### config.mk
export PLATFORM = sky130hd
export DESIGN_NAME = bfsu_unit
export DESIGN_NICKNAME = d
export VERILOG_FILES = /design/src/hdl/bfsu_pkg.sv /design/src/hdl/bfsu_shifter.sv /design/src/hdl/bfsu_bit_field.sv /design/src/hdl/bfsu_unit.sv
export VERILOG_INCLUDE_DIRS = /design/src /design/src/hdl
export SDC_FILE = /design/constraint.sdc
export NUM_CORES = 1
export LEC_CHECK = 0
export BUFFER_PORTS_ARGS = -buffer_cell sky130_fd_sc_hd__buf_4
export CORE_MARGIN = 10
export CORE_UTILIZATION = 47
export DETAILED_ROUTE_END_ITERATION = 6
export GPL_TIMING_DRIVEN = 0
export HOLD_SLACK_MARGIN = 0.05
export PLACE_DENSITY_LB_ADDON = 0.3
export SYNTH_ARGS = -nofsm -noshare
export SYNTH_HDL_FRONTEND = slang
export SYNTH_SLANG_ARGS = --single-unit
### constraint.sdc
create_clock -name i_mclk -period 2.1 [get_ports i_mclk]
set_input_delay 0 -clock i_mclk [delete_from_list [all_inputs] [get_ports i_mclk]]
set_output_delay 0 -clock i_mclk [all_outputs]
set_load 0.1 [all_outputs]
### src/hdl/bfsu_defines.svh
`ifndef BFSU_DEFINES_SVH
`define BFSU_DEFINES_SVH

// ----------------------------------------------------------------
// Status register bit positions, fixed by the core
// ----------------------------------------------------------------
`define BFSU_FLAG_C      3'h0
`define BFSU_FLAG_Z      3'h1
`define BFSU_FLAG_N      3'h2
`define BFSU_FLAG_V      3'h3
`define BFSU_FLAG_S      3'h4
`define BFSU_FLAG_H      3'h5
`define BFSU_FLAG_T      3'h6
`define BFSU_FLAG_I      3'h7

// ----------------------------------------------------------------
// Reset values and timing
// ----------------------------------------------------------------
`define BFSU_STATUS_RESET 8'h00
`define BFSU_RESULT_RESET 8'h00
`define BFSU_OP_CYCLES    1

`endif

### src/hdl/bfsu_pkg.sv
package bfsu_pkg;

    // ----------------------------------------------------------------
    // Operation codes issued by the decoder
    // ----------------------------------------------------------------
    typedef enum logic [4:0] {
        OP_NOP               = 5'h00,
        OP_ROTATE_LEFT_CARRY = 5'h01,
        OP_ROTATE_RIGHT_CARRY= 5'h02,
        OP_ARITH_SHIFT_RIGHT = 5'h03,
        OP_NIBBLE_SWAP       = 5'h04,
        OP_FLAG_SET_INDEXED  = 5'h05,
        OP_FLAG_CLEAR_INDEXED= 5'h06,
        OP_BIT_TO_TRANSFER   = 5'h07,
        OP_TRANSFER_TO_BIT   = 5'h08,
        OP_CARRY_SET         = 5'h09,
        OP_CARRY_CLEAR       = 5'h0a,
        OP_NEGATIVE_SET      = 5'h0b,
        OP_NEGATIVE_CLEAR    = 5'h0c,
        OP_ZERO_SET          = 5'h0d,
        OP_ZERO_CLEAR        = 5'h0e,
        OP_IRQ_ENABLE        = 5'h0f,
        OP_IRQ_DISABLE       = 5'h10,
        OP_SIGN_SET          = 5'h11,
        OP_SIGN_CLEAR        = 5'h12,
        OP_OVERFLOW_SET      = 5'h13,
        OP_OVERFLOW_CLEAR    = 5'h14,
        OP_TRANSFER_SET      = 5'h15,
        OP_TRANSFER_CLEAR    = 5'h16
    } bfsu_op_type;

    typedef logic [7:0] bfsu_byte_type;
    typedef logic [2:0] bfsu_index_type;

endpackage : bfsu_pkg

### src/hdl/bfsu_shifter.sv
`timescale 1ns/100ps

module bfsu_shifter (
    input  wire bfsu_pkg::bfsu_op_type   i_op,
    input  wire bfsu_pkg::bfsu_byte_type i_data,
    input  wire logic                    i_carry,
    output bfsu_pkg::bfsu_byte_type      o_result,
    output logic                         o_carry,
    output logic                         o_flags_upd
);

    // ----------------------------------------------------------------
    // Rotate, shift and swap, purely combinational
    // ----------------------------------------------------------------
    always_comb begin
        o_result    = i_data;
        o_carry     = i_carry;
        o_flags_upd = 1'b0;
        case (i_op)
            bfsu_pkg::OP_ROTATE_LEFT_CARRY: begin
                o_result    = {i_data[6:0], i_carry};
                o_carry     = i_data[7];
                o_flags_upd = 1'b1;
            end
            bfsu_pkg::OP_ROTATE_RIGHT_CARRY: begin
                o_result    = {i_carry, i_data[7:1]};
                o_carry     = i_data[0];
                o_flags_upd = 1'b1;
            end
            bfsu_pkg::OP_ARITH_SHIFT_RIGHT: begin
                // Sign bit kept, low bit falls into carry
                o_result    = {i_data[7], i_data[7:1]};
                o_carry     = i_data[0];
                o_flags_upd = 1'b1;
            end
            bfsu_pkg::OP_NIBBLE_SWAP: begin
                o_result = {i_data[3:0], i_data[7:4]};
            end
            default: begin
                o_result = i_data;
            end
        endcase
    end

endmodule : bfsu_shifter

### src/hdl/bfsu_bit_field.sv
`timescale 1ns/100ps

module bfsu_bit_field (
    input  wire bfsu_pkg::bfsu_byte_type  i_data,
    input  wire bfsu_pkg::bfsu_index_type i_index,
    input  wire logic                     i_bit,
    output logic                          o_bit,
    output bfsu_pkg::bfsu_byte_type       o_inserted
);

    // ----------------------------------------------------------------
    // Single bit pick and single bit replace
    // ----------------------------------------------------------------
    function automatic bfsu_pkg::bfsu_byte_type bit_mask(
        input bfsu_pkg::bfsu_index_type idx);
        bit_mask = 8'h01 << idx;
    endfunction : bit_mask

    always_comb begin
        o_bit      = i_data[i_index];
        o_inserted = (i_data & ~bit_mask(i_index)) |
                     ({8{i_bit}} & bit_mask(i_index));
    end

endmodule : bfsu_bit_field

### src/hdl/bfsu_unit.sv
`timescale 1ns/100ps
`include "bfsu_defines.svh"

// Summary of operation
// - Rotate left through carry, one clock.
// - Rotate right through carry via old bit 0.
// - Arithmetic shift right keeps bit seven.
// - Shifts update Z,C,N,V; swap touches none.
// - Swap exchanges upper and lower nibbles.
// - Indexed set/clear writes only chosen flag.
// - Source bit copied into transfer flag.
// - Transfer flag copied into destination bit.
// - Carry set and clear instructions.
// - Negative set and clear instructions.
// - Zero set and clear instructions.
// - Interrupt enable sets, disable clears flag.
// - Sign set and clear instructions.
// - Overflow set and clear instructions.
// - Transfer set forces transfer flag high.
// - Transfer clear forces transfer flag low.
module bfsu_unit (
    input  wire logic                     i_mclk,
    input  wire logic                     i_reset,
    input  wire logic                     i_op_valid,
    input  wire bfsu_pkg::bfsu_op_type    i_opcode,
    input  wire bfsu_pkg::bfsu_byte_type  i_dest_data,
    input  wire bfsu_pkg::bfsu_byte_type  i_source_data,
    input  wire bfsu_pkg::bfsu_index_type i_bit_index,
    output bfsu_pkg::bfsu_byte_type       o_result,
    output logic                          o_result_we,
    output bfsu_pkg::bfsu_byte_type       o_status_register
);

    // ----------------------------------------------------------------
    // Helpers
    // ----------------------------------------------------------------
    function automatic bfsu_pkg::bfsu_byte_type flag_put(
        input bfsu_pkg::bfsu_byte_type  value,
        input bfsu_pkg::bfsu_index_type idx,
        input logic                     bit_val);
        bfsu_pkg::bfsu_byte_type mask;
        mask     = 8'h01 << idx;
        flag_put = (value & ~mask) | ({8{bit_val}} & mask);
    endfunction : flag_put

    function automatic logic writes_dest(input bfsu_pkg::bfsu_op_type op);
        case (op)
            bfsu_pkg::OP_ROTATE_LEFT_CARRY,
            bfsu_pkg::OP_ROTATE_RIGHT_CARRY,
            bfsu_pkg::OP_ARITH_SHIFT_RIGHT,
            bfsu_pkg::OP_NIBBLE_SWAP,
            bfsu_pkg::OP_TRANSFER_TO_BIT: writes_dest = 1'b1;
            default:                      writes_dest = 1'b0;
        endcase
    endfunction : writes_dest

    // ----------------------------------------------------------------
    // State
    // ----------------------------------------------------------------
    bfsu_pkg::bfsu_byte_type status_reg;
    bfsu_pkg::bfsu_byte_type status_next;
    bfsu_pkg::bfsu_byte_type result_reg;
    bfsu_pkg::bfsu_byte_type result_next;
    logic                    result_we_reg;
    logic                    result_we_next;

    bfsu_pkg::bfsu_byte_type shift_result;
    logic                    shift_carry;
    logic                    shift_flags_upd;
    logic                    picked_bit;
    bfsu_pkg::bfsu_byte_type loaded_data;
    logic                    neg_bit;

    // ----------------------------------------------------------------
    // Datapath pieces
    // ----------------------------------------------------------------
    bfsu_shifter u_shifter (
        .i_op        (i_opcode),
        .i_data      (i_dest_data),
        .i_carry     (status_reg[`BFSU_FLAG_C]),
        .o_result    (shift_result),
        .o_carry     (shift_carry),
        .o_flags_upd (shift_flags_upd)
    );

    // Same index port serves bit pick from source and bit insert into dest
    bfsu_bit_field u_bit_src (
        .i_data     (i_source_data),
        .i_index    (i_bit_index),
        .i_bit      (1'b0),
        .o_bit      (picked_bit),
        .o_inserted ()
    );

    bfsu_bit_field u_bit_dst (
        .i_data     (i_dest_data),
        .i_index    (i_bit_index),
        .i_bit      (status_reg[`BFSU_FLAG_T]),
        .o_bit      (),
        .o_inserted (loaded_data)
    );

    // ----------------------------------------------------------------
    // Next state
    // ----------------------------------------------------------------
    always_comb begin
        status_next    = status_reg;
        result_next    = result_reg;
        result_we_next = 1'b0;
        neg_bit        = shift_result[7];
        if (i_op_valid) begin
            result_we_next = writes_dest(i_opcode);
            case (i_opcode)
                bfsu_pkg::OP_ROTATE_LEFT_CARRY,
                bfsu_pkg::OP_ROTATE_RIGHT_CARRY,
                bfsu_pkg::OP_ARITH_SHIFT_RIGHT,
                bfsu_pkg::OP_NIBBLE_SWAP: begin
                    result_next = shift_result;
                    // Swap leaves shift_flags_upd low, so no flag moves
                    if (shift_flags_upd) begin
                        status_next[`BFSU_FLAG_C] = shift_carry;
                        status_next[`BFSU_FLAG_Z] = (shift_result == 8'h00);
                        status_next[`BFSU_FLAG_N] = neg_bit;
                        status_next[`BFSU_FLAG_V] = neg_bit ^ shift_carry;
                    end
                end
                bfsu_pkg::OP_FLAG_SET_INDEXED:
                    status_next = flag_put(status_reg, i_bit_index, 1'b1);
                bfsu_pkg::OP_FLAG_CLEAR_INDEXED:
                    status_next = flag_put(status_reg, i_bit_index, 1'b0);
                bfsu_pkg::OP_BIT_TO_TRANSFER:
                    status_next[`BFSU_FLAG_T] = picked_bit;
                bfsu_pkg::OP_TRANSFER_TO_BIT:
                    result_next = loaded_data;
                bfsu_pkg::OP_CARRY_SET:
                    status_next[`BFSU_FLAG_C] = 1'b1;
                bfsu_pkg::OP_CARRY_CLEAR:
                    status_next[`BFSU_FLAG_C] = 1'b0;
                bfsu_pkg::OP_NEGATIVE_SET:
                    status_next[`BFSU_FLAG_N] = 1'b1;
                bfsu_pkg::OP_NEGATIVE_CLEAR:
                    status_next[`BFSU_FLAG_N] = 1'b0;
                bfsu_pkg::OP_ZERO_SET:
                    status_next[`BFSU_FLAG_Z] = 1'b1;
                bfsu_pkg::OP_ZERO_CLEAR:
                    status_next[`BFSU_FLAG_Z] = 1'b0;
                bfsu_pkg::OP_IRQ_ENABLE:
                    status_next[`BFSU_FLAG_I] = 1'b1;
                bfsu_pkg::OP_IRQ_DISABLE:
                    status_next[`BFSU_FLAG_I] = 1'b0;
                bfsu_pkg::OP_SIGN_SET:
                    status_next[`BFSU_FLAG_S] = 1'b1;
                bfsu_pkg::OP_SIGN_CLEAR:
                    status_next[`BFSU_FLAG_S] = 1'b0;
                bfsu_pkg::OP_OVERFLOW_SET:
                    status_next[`BFSU_FLAG_V] = 1'b1;
                bfsu_pkg::OP_OVERFLOW_CLEAR:
                    status_next[`BFSU_FLAG_V] = 1'b0;
                bfsu_pkg::OP_TRANSFER_SET:
                    status_next[`BFSU_FLAG_T] = 1'b1;
                bfsu_pkg::OP_TRANSFER_CLEAR:
                    status_next[`BFSU_FLAG_T] = 1'b0;
                default: begin
                    status_next = status_reg;
                end
            endcase
        end
    end

    // Every operation retires at the next edge, no stall path
    always_ff @(posedge i_mclk) begin
        if (i_reset) begin
            status_reg    <= `BFSU_STATUS_RESET;
            result_reg    <= `BFSU_RESULT_RESET;
            result_we_reg <= 1'b0;
        end else begin
            status_reg    <= status_next;
            result_reg    <= result_next;
            result_we_reg <= result_we_next;
        end
    end

    assign o_status_register = status_reg;
    assign o_result          = result_reg;
    assign o_result_we       = result_we_reg;
endmodule : bfsu_unit

; Word-level counts from Yosys, hierarchy flattened
; Index checks and enable logic that the tools add are counted.
[classes]
n_eq_ne = 23
n_lt_le_gt_ge = 1
muxes = 16
reduce_logical = 24
shifts = 1
n_bitwise = 8
[ops]
columns = op, n
row1 = "5-bit by 4-bit equality test with 1-bit output, second input constant", 8
row2 = "5-bit equality test, second input constant", 7
row3 = 8-bit case mux with 4 select lines, 1
row4 = 1-bit case mux with 5 select lines, 5
row5 = 5-bit nonzero test, 5
row6 = 8-bit AND, 3
row7 = "5-bit by 3-bit equality test with 1-bit output, second input constant", 4
row8 = 8-bit OR, 2
row9 = 8-bit case mux with 2 select lines, 1
row10 = 3-bit AND reduction, 4
row11 = "5-bit by 2-bit equality test with 1-bit output, second input constant", 2
row12 = 2-bit AND reduction, 5
row13 = 8-bit logical NOT, 1
row14 = 8-bit NOT, 1
row15 = 1-bit case mux with 4 select lines, 2
row16 = 4-bit nonzero test, 2
row17 = "1-bit by 3-bit left shift with 8-bit output, first input constant", 1
row18 = "5-bit by 1-bit equality test with 1-bit output, second input constant", 1
row19 = 5-bit OR reduction, 1
row20 = "3-bit by 4-bit < comparator with 1-bit output, second input constant", 1
row21 = 4-bit two-way mux, 1
row22 = 1-bit case mux with 2 select lines, 2
row23 = 2-bit nonzero test, 2
row24 = 2-bit OR reduction, 2
row25 = 7 further kinds, 9
[word_totals]
ff_bits = 17
inputBits = 27
out_inout_bits = 17
elab_cells = 83

; Logic depth before layout (Yosys ltp)
[depth]
ltp_word = 6
mapped_depth = 8
mapped_depth_nobuf = 6

; Hierarchy
; A second synthesis with hierarchy kept.
[hier_totals]
cells_unflattened = 274
hier_area_um2 = 2214.6
[by_module_without_submodules]
columns = module, cells_per_inst, seq_area_each_um2, area_per_inst_um2, n_inst
row1 = bfsu_unit, 179, 340.3, 1426.4, 1
row2 = bfsu_bit_field, 22, 0.0, 235.2, 2
row3 = bfsu_shifter, 51, 0.0, 317.8, 1

; Least setup slack after synthesis
; No wires, ideal clock.
[synth_timing]
kind = register to register
from = reg status_reg[1] (netlist: o_status_register[1])
to = reg status_reg[1] (netlist: o_status_register[1])
setup_ns = 0.074
n_path_buf = 0
path_slack_ns = 0.352
arrival_ns = 1.674
stages_incl_launch_ff = 5
required_time_ns = 2.026
cell_sequence = dfxtp_1 -> inv_1 -> a2111oi_0 -> nand4_1 -> o22ai_2
[synth_via]
elab_chain_len = 3
[synth_lines]
columns = element, line_no
row1 = from (decl), bfsu_unit.sv:60  ; bfsu_pkg::bfsu_byte_type status_reg;
row2 = from (signal assigned), bfsu_unit.sv:173  ; status_reg <= `BFSU_STATUS_RESET;
row3 = from (signal assigned), bfsu_unit.sv:177  ; status_reg <= status_next;
row4 = 8-bit AND *, bfsu_unit.sv:43  ; flag_put = (value & ~mask) | ({8{bit_val}} & mask);
row5 = 8-bit OR, bfsu_unit.sv:43
row6 = 1-bit case mux with 5 select lines *, bfsu_unit.sv:113  ; case (i_opcode)
; Mark *: on every way between the ends. The rest lies on a longest branch, timed or not.
; A chain may end at the register's enable or synchronous reset.

; Worst setup path after layout
[layout_timing]
from = reg status_reg[0] (netlist: o_status_register[0])
to = reg status_reg[3] (netlist: o_status_register[3])
[layout_via]
elab_chain_len = 4
[layout_lines]
columns = element, line_no
row1 = 8-bit case mux with 4 select lines / 1-bit case mux with 2 select lines (equally long branches), bfsu_shifter.sv:19  ; case (i_op)
row2 = 1-bit bitwise XOR *, bfsu_unit.sv:124  ; status_next[`BFSU_FLAG_V] = neg_bit ^ shift_carry;
row3 = 4-bit two-way mux *, bfsu_unit.sv:120  ; if (shift_flags_upd) begin
row4 = 1-bit case mux with 5 select lines *, bfsu_unit.sv:113
; Mark *: on every way between the ends. The rest lies on a longest branch, timed or not. The select of a mux whose other input is x is not followed.

==> run summary <==
max_cap viols = 0
Net Count, Synth = 252
switching part of the total power = 39.7%
die extent in x = 80.2 um
Final Hold Vio Count = 0
DR vias = 1909
Top FF cell, synth = dfxtp_1
Setup WS post-layout = 0.311 ns
TritonRoute pass-1 iters = 4
clk buf depth = 2
share of the synthesized area in the top cell type = 20.0%
Row Count = 21
EDFF count, synth = 0
Peak supply drop = 264 uV
Seq/Total Area, Yosys = 20.0%
synth warn = 0
fin. max-slew vios = 0
slowest CP cell = dfxtp_1
fillers = 335
commonest non-fill, non-tap cell in the layout = buf_4
H-tree levels = 1
largest area contributor in the synthesized netlist = dfxtp_1
CP bufs+invs = 0
initial core utilization = 49.9%
post-synthesis area per instance = 7.57 sq um
pwr/cell area = 420 nW/um^2
Total GRT Usage = 16.8%
WS Path Type = reg2reg
TritonCTS Buffers = 3
register area = 340 sq um
Hold WS = 0.105 ns
status = completed
post-synthesis cell area = 1700 sq um
CP endpoint kind = flip-flop
Setup Buffers After CTS = 0
Clock transition at path regs = 0.12 ns
antenna cells = 0
vias per inst = 6.04
Detailed Place HPWL = 4230 um
Top Family by Delay on Critical Path = compound AO/OA/AOI/OAI gates
core area = 3420 sq um
Max Clk Rate = 559 MHz
Final nets = 298
Gate Count Post-Synth = 225
clk sinks = 17
Reg power frac = 38.4%
Crit Path Max Fanout = 6
top cells by area, synth = dfxtp_1, nand2_1, mux2i_1
Root Driver = clkbuf_4
RSZ-0062 raised after global routing = no
footprint of the multi-input gates = 1230 sq um
Max stage delay on crit path = 0.39 ns
commonest cells after routing, fill and taps aside = buf_4, nand2_1, nor2_1, dfxtp_1, a21oi_1
largest net degree at the start of global routing = 11
clock network power share = 21.7%
Slew headroom = 47.8%
CTS tree = built
clock skew = 0.0121 ns
async set-reset flop share out of synthesis = 0%
setup TNS = 0 ns
CP arrival = 1.98 ns
Final Cycle Share = 85.2%
Skew-Pair Late Insertion Delay = 0.31 ns
P_leak = 0.826 nW
measured slew at the worst slew-check pin = 0.781 ns
initial DRC count = 206
initial antenna violation count = 0
Wirelength per Cell = 16.6 um
Hold WC Path Type = in2reg
PortBufs = 40
Overflow after GRT = 0
die area = 6430 sq um
layout cell share with drive strength beyond 1 = 26.3%
CP Data Required Time = 2.29 ns
DIE HEIGHT = 80.2 um
post-layout util = 61.5%
CP cell instances = mux2_2 -> a32o_1 -> a221o_2 -> xor2_1 -> o21ai_0 -> a41oi_1
post-cts resize count = 0
Layout area overhead = 23.2%
post-route minimum period = 1.79 ns
Net Sw Power = 0.350 mW
vias in the first global route = 1910
first-pass GRT wire length = 8930 um
CTS Hold Bufs = 1
CP Launch Type = flip-flop
# setup viols final = 0
power share of the combinational group = 39.9%
Place WS = 0.217 ns
Placer Congestion = 1.02
number of distinct library cells after synthesis = 58
Top Ports = 44
DRC errors left = 0
Seq cells post-synth = 17
Routed Antenna Nets = 0
Internal Power = 0.531 mW
Routed WL = 5260 um
[metal layers]
| layer | GRT usage, % | routed length, um | vias to the layer above |
|---|---|---|---|
| li1 | - | - | 939 |
| met1 | 22.0 | 2430 | 883 |
| met2 | 26.2 | 2320 | 78 |
| met3 | 3.56 | 395 | 9 |
| met4 | 5.81 | 108 | 0 |
| met5 | 0 | 0 | - |
[kinds of logic (layout without fill, tap and decap cells)]
group                     after synthesis  in the layout  synth area share, %
and+or+nand+nor                        93             93                 30.2
AOI/OAI and AO/OA                      73             73                 30.5
buffers and inverters                  25             70                 8.00
DFF                                    17             17                 20.0
muxes                                  14             14                 9.84
xor gates and xnor gates                3              3                 1.54
[worst register-to-register path, stage by stage (launching register included)]
cell	delay, ns
dfxtp_1	0.39
mux2_2	0.28
a32o_1	0.20
a221o_2	0.36
xor2_1	0.17
o21ai_0	0.13
a41oi_1	0.14
[state kept, by name (all words and copies together) (netlist names), named ones only]
signal,count
o_status_register,7
o_result_we,1
o_result,8
[final timing paths]
path                   startpoint                   end  slack (ns)  cells after the start
max          o_status_register[0]  o_status_register[3]        0.31                      6
min                i_dest_data[5]  o_status_register[1]        0.10                      4
max reg2reg  o_status_register[0]  o_status_register[3]        0.31                      6
min reg2reg           o_result[3]           o_result[3]        0.46                      2
[Yosys cell counts, types with 3 or more instances]
cell type and n:
nor2_1 20, nand3_1 6, dfxtp_1 17, o22ai_1 4, mux2i_1 10, nor3b_1 5, buf_6 3, a21oi_1 15
inv_1 4, o21ai_0 9, buf_4 4, and3b_1 3, clkbuf_1 10, o211ai_1 8, and3_1 4, nand2_1 30
nor2b_1 3, nor3_2 3, buf_2 4, a221o_1 3, a31oi_1 4, nand2b_1 5
[layout make-up]
cell class / instances / share of cell area, %
plain buffers: 21 / 5.78
clock buffers: 3 / 1.07
clock inverters: 1 / 0.238
inverters: 4 / 0.715
multi-input cells: 183 / 58.5
flip-flops and latches: 17 / 16.2
well taps: 46 / 2.74
repair buffers: 41 / 14.8
[power by group through the flow]
stage / clock network [mW] / registers, mW / logic [mW]
3_5_place_dp: 0 / 0.346 / 0.347
5_1_grt: 0.206 / 0.340 / 0.381
2_1_floorplan: 0 / 0.413 / 0.175
3_3_place_gp: 0 / 0.346 / 0.342
6_report: 0.191 / 0.339 / 0.351
4_1_cts: 0.190 / 0.339 / 0.349
[stage by stage]
step / std cells / power [mW] / instance area (sq um)
2_1_floorplan: 225 / 0.588 / 1700
3_3_place_gp: 311 / 0.688 / 2060
3_5_place_dp: 311 / 0.694 / 2060
4_1_cts: 316 / 0.878 / 2100
5_1_grt: 316 / 0.927 / 2100
6_report: 316 / 0.881 / 2100
Power figures use the tool's default switching activity.
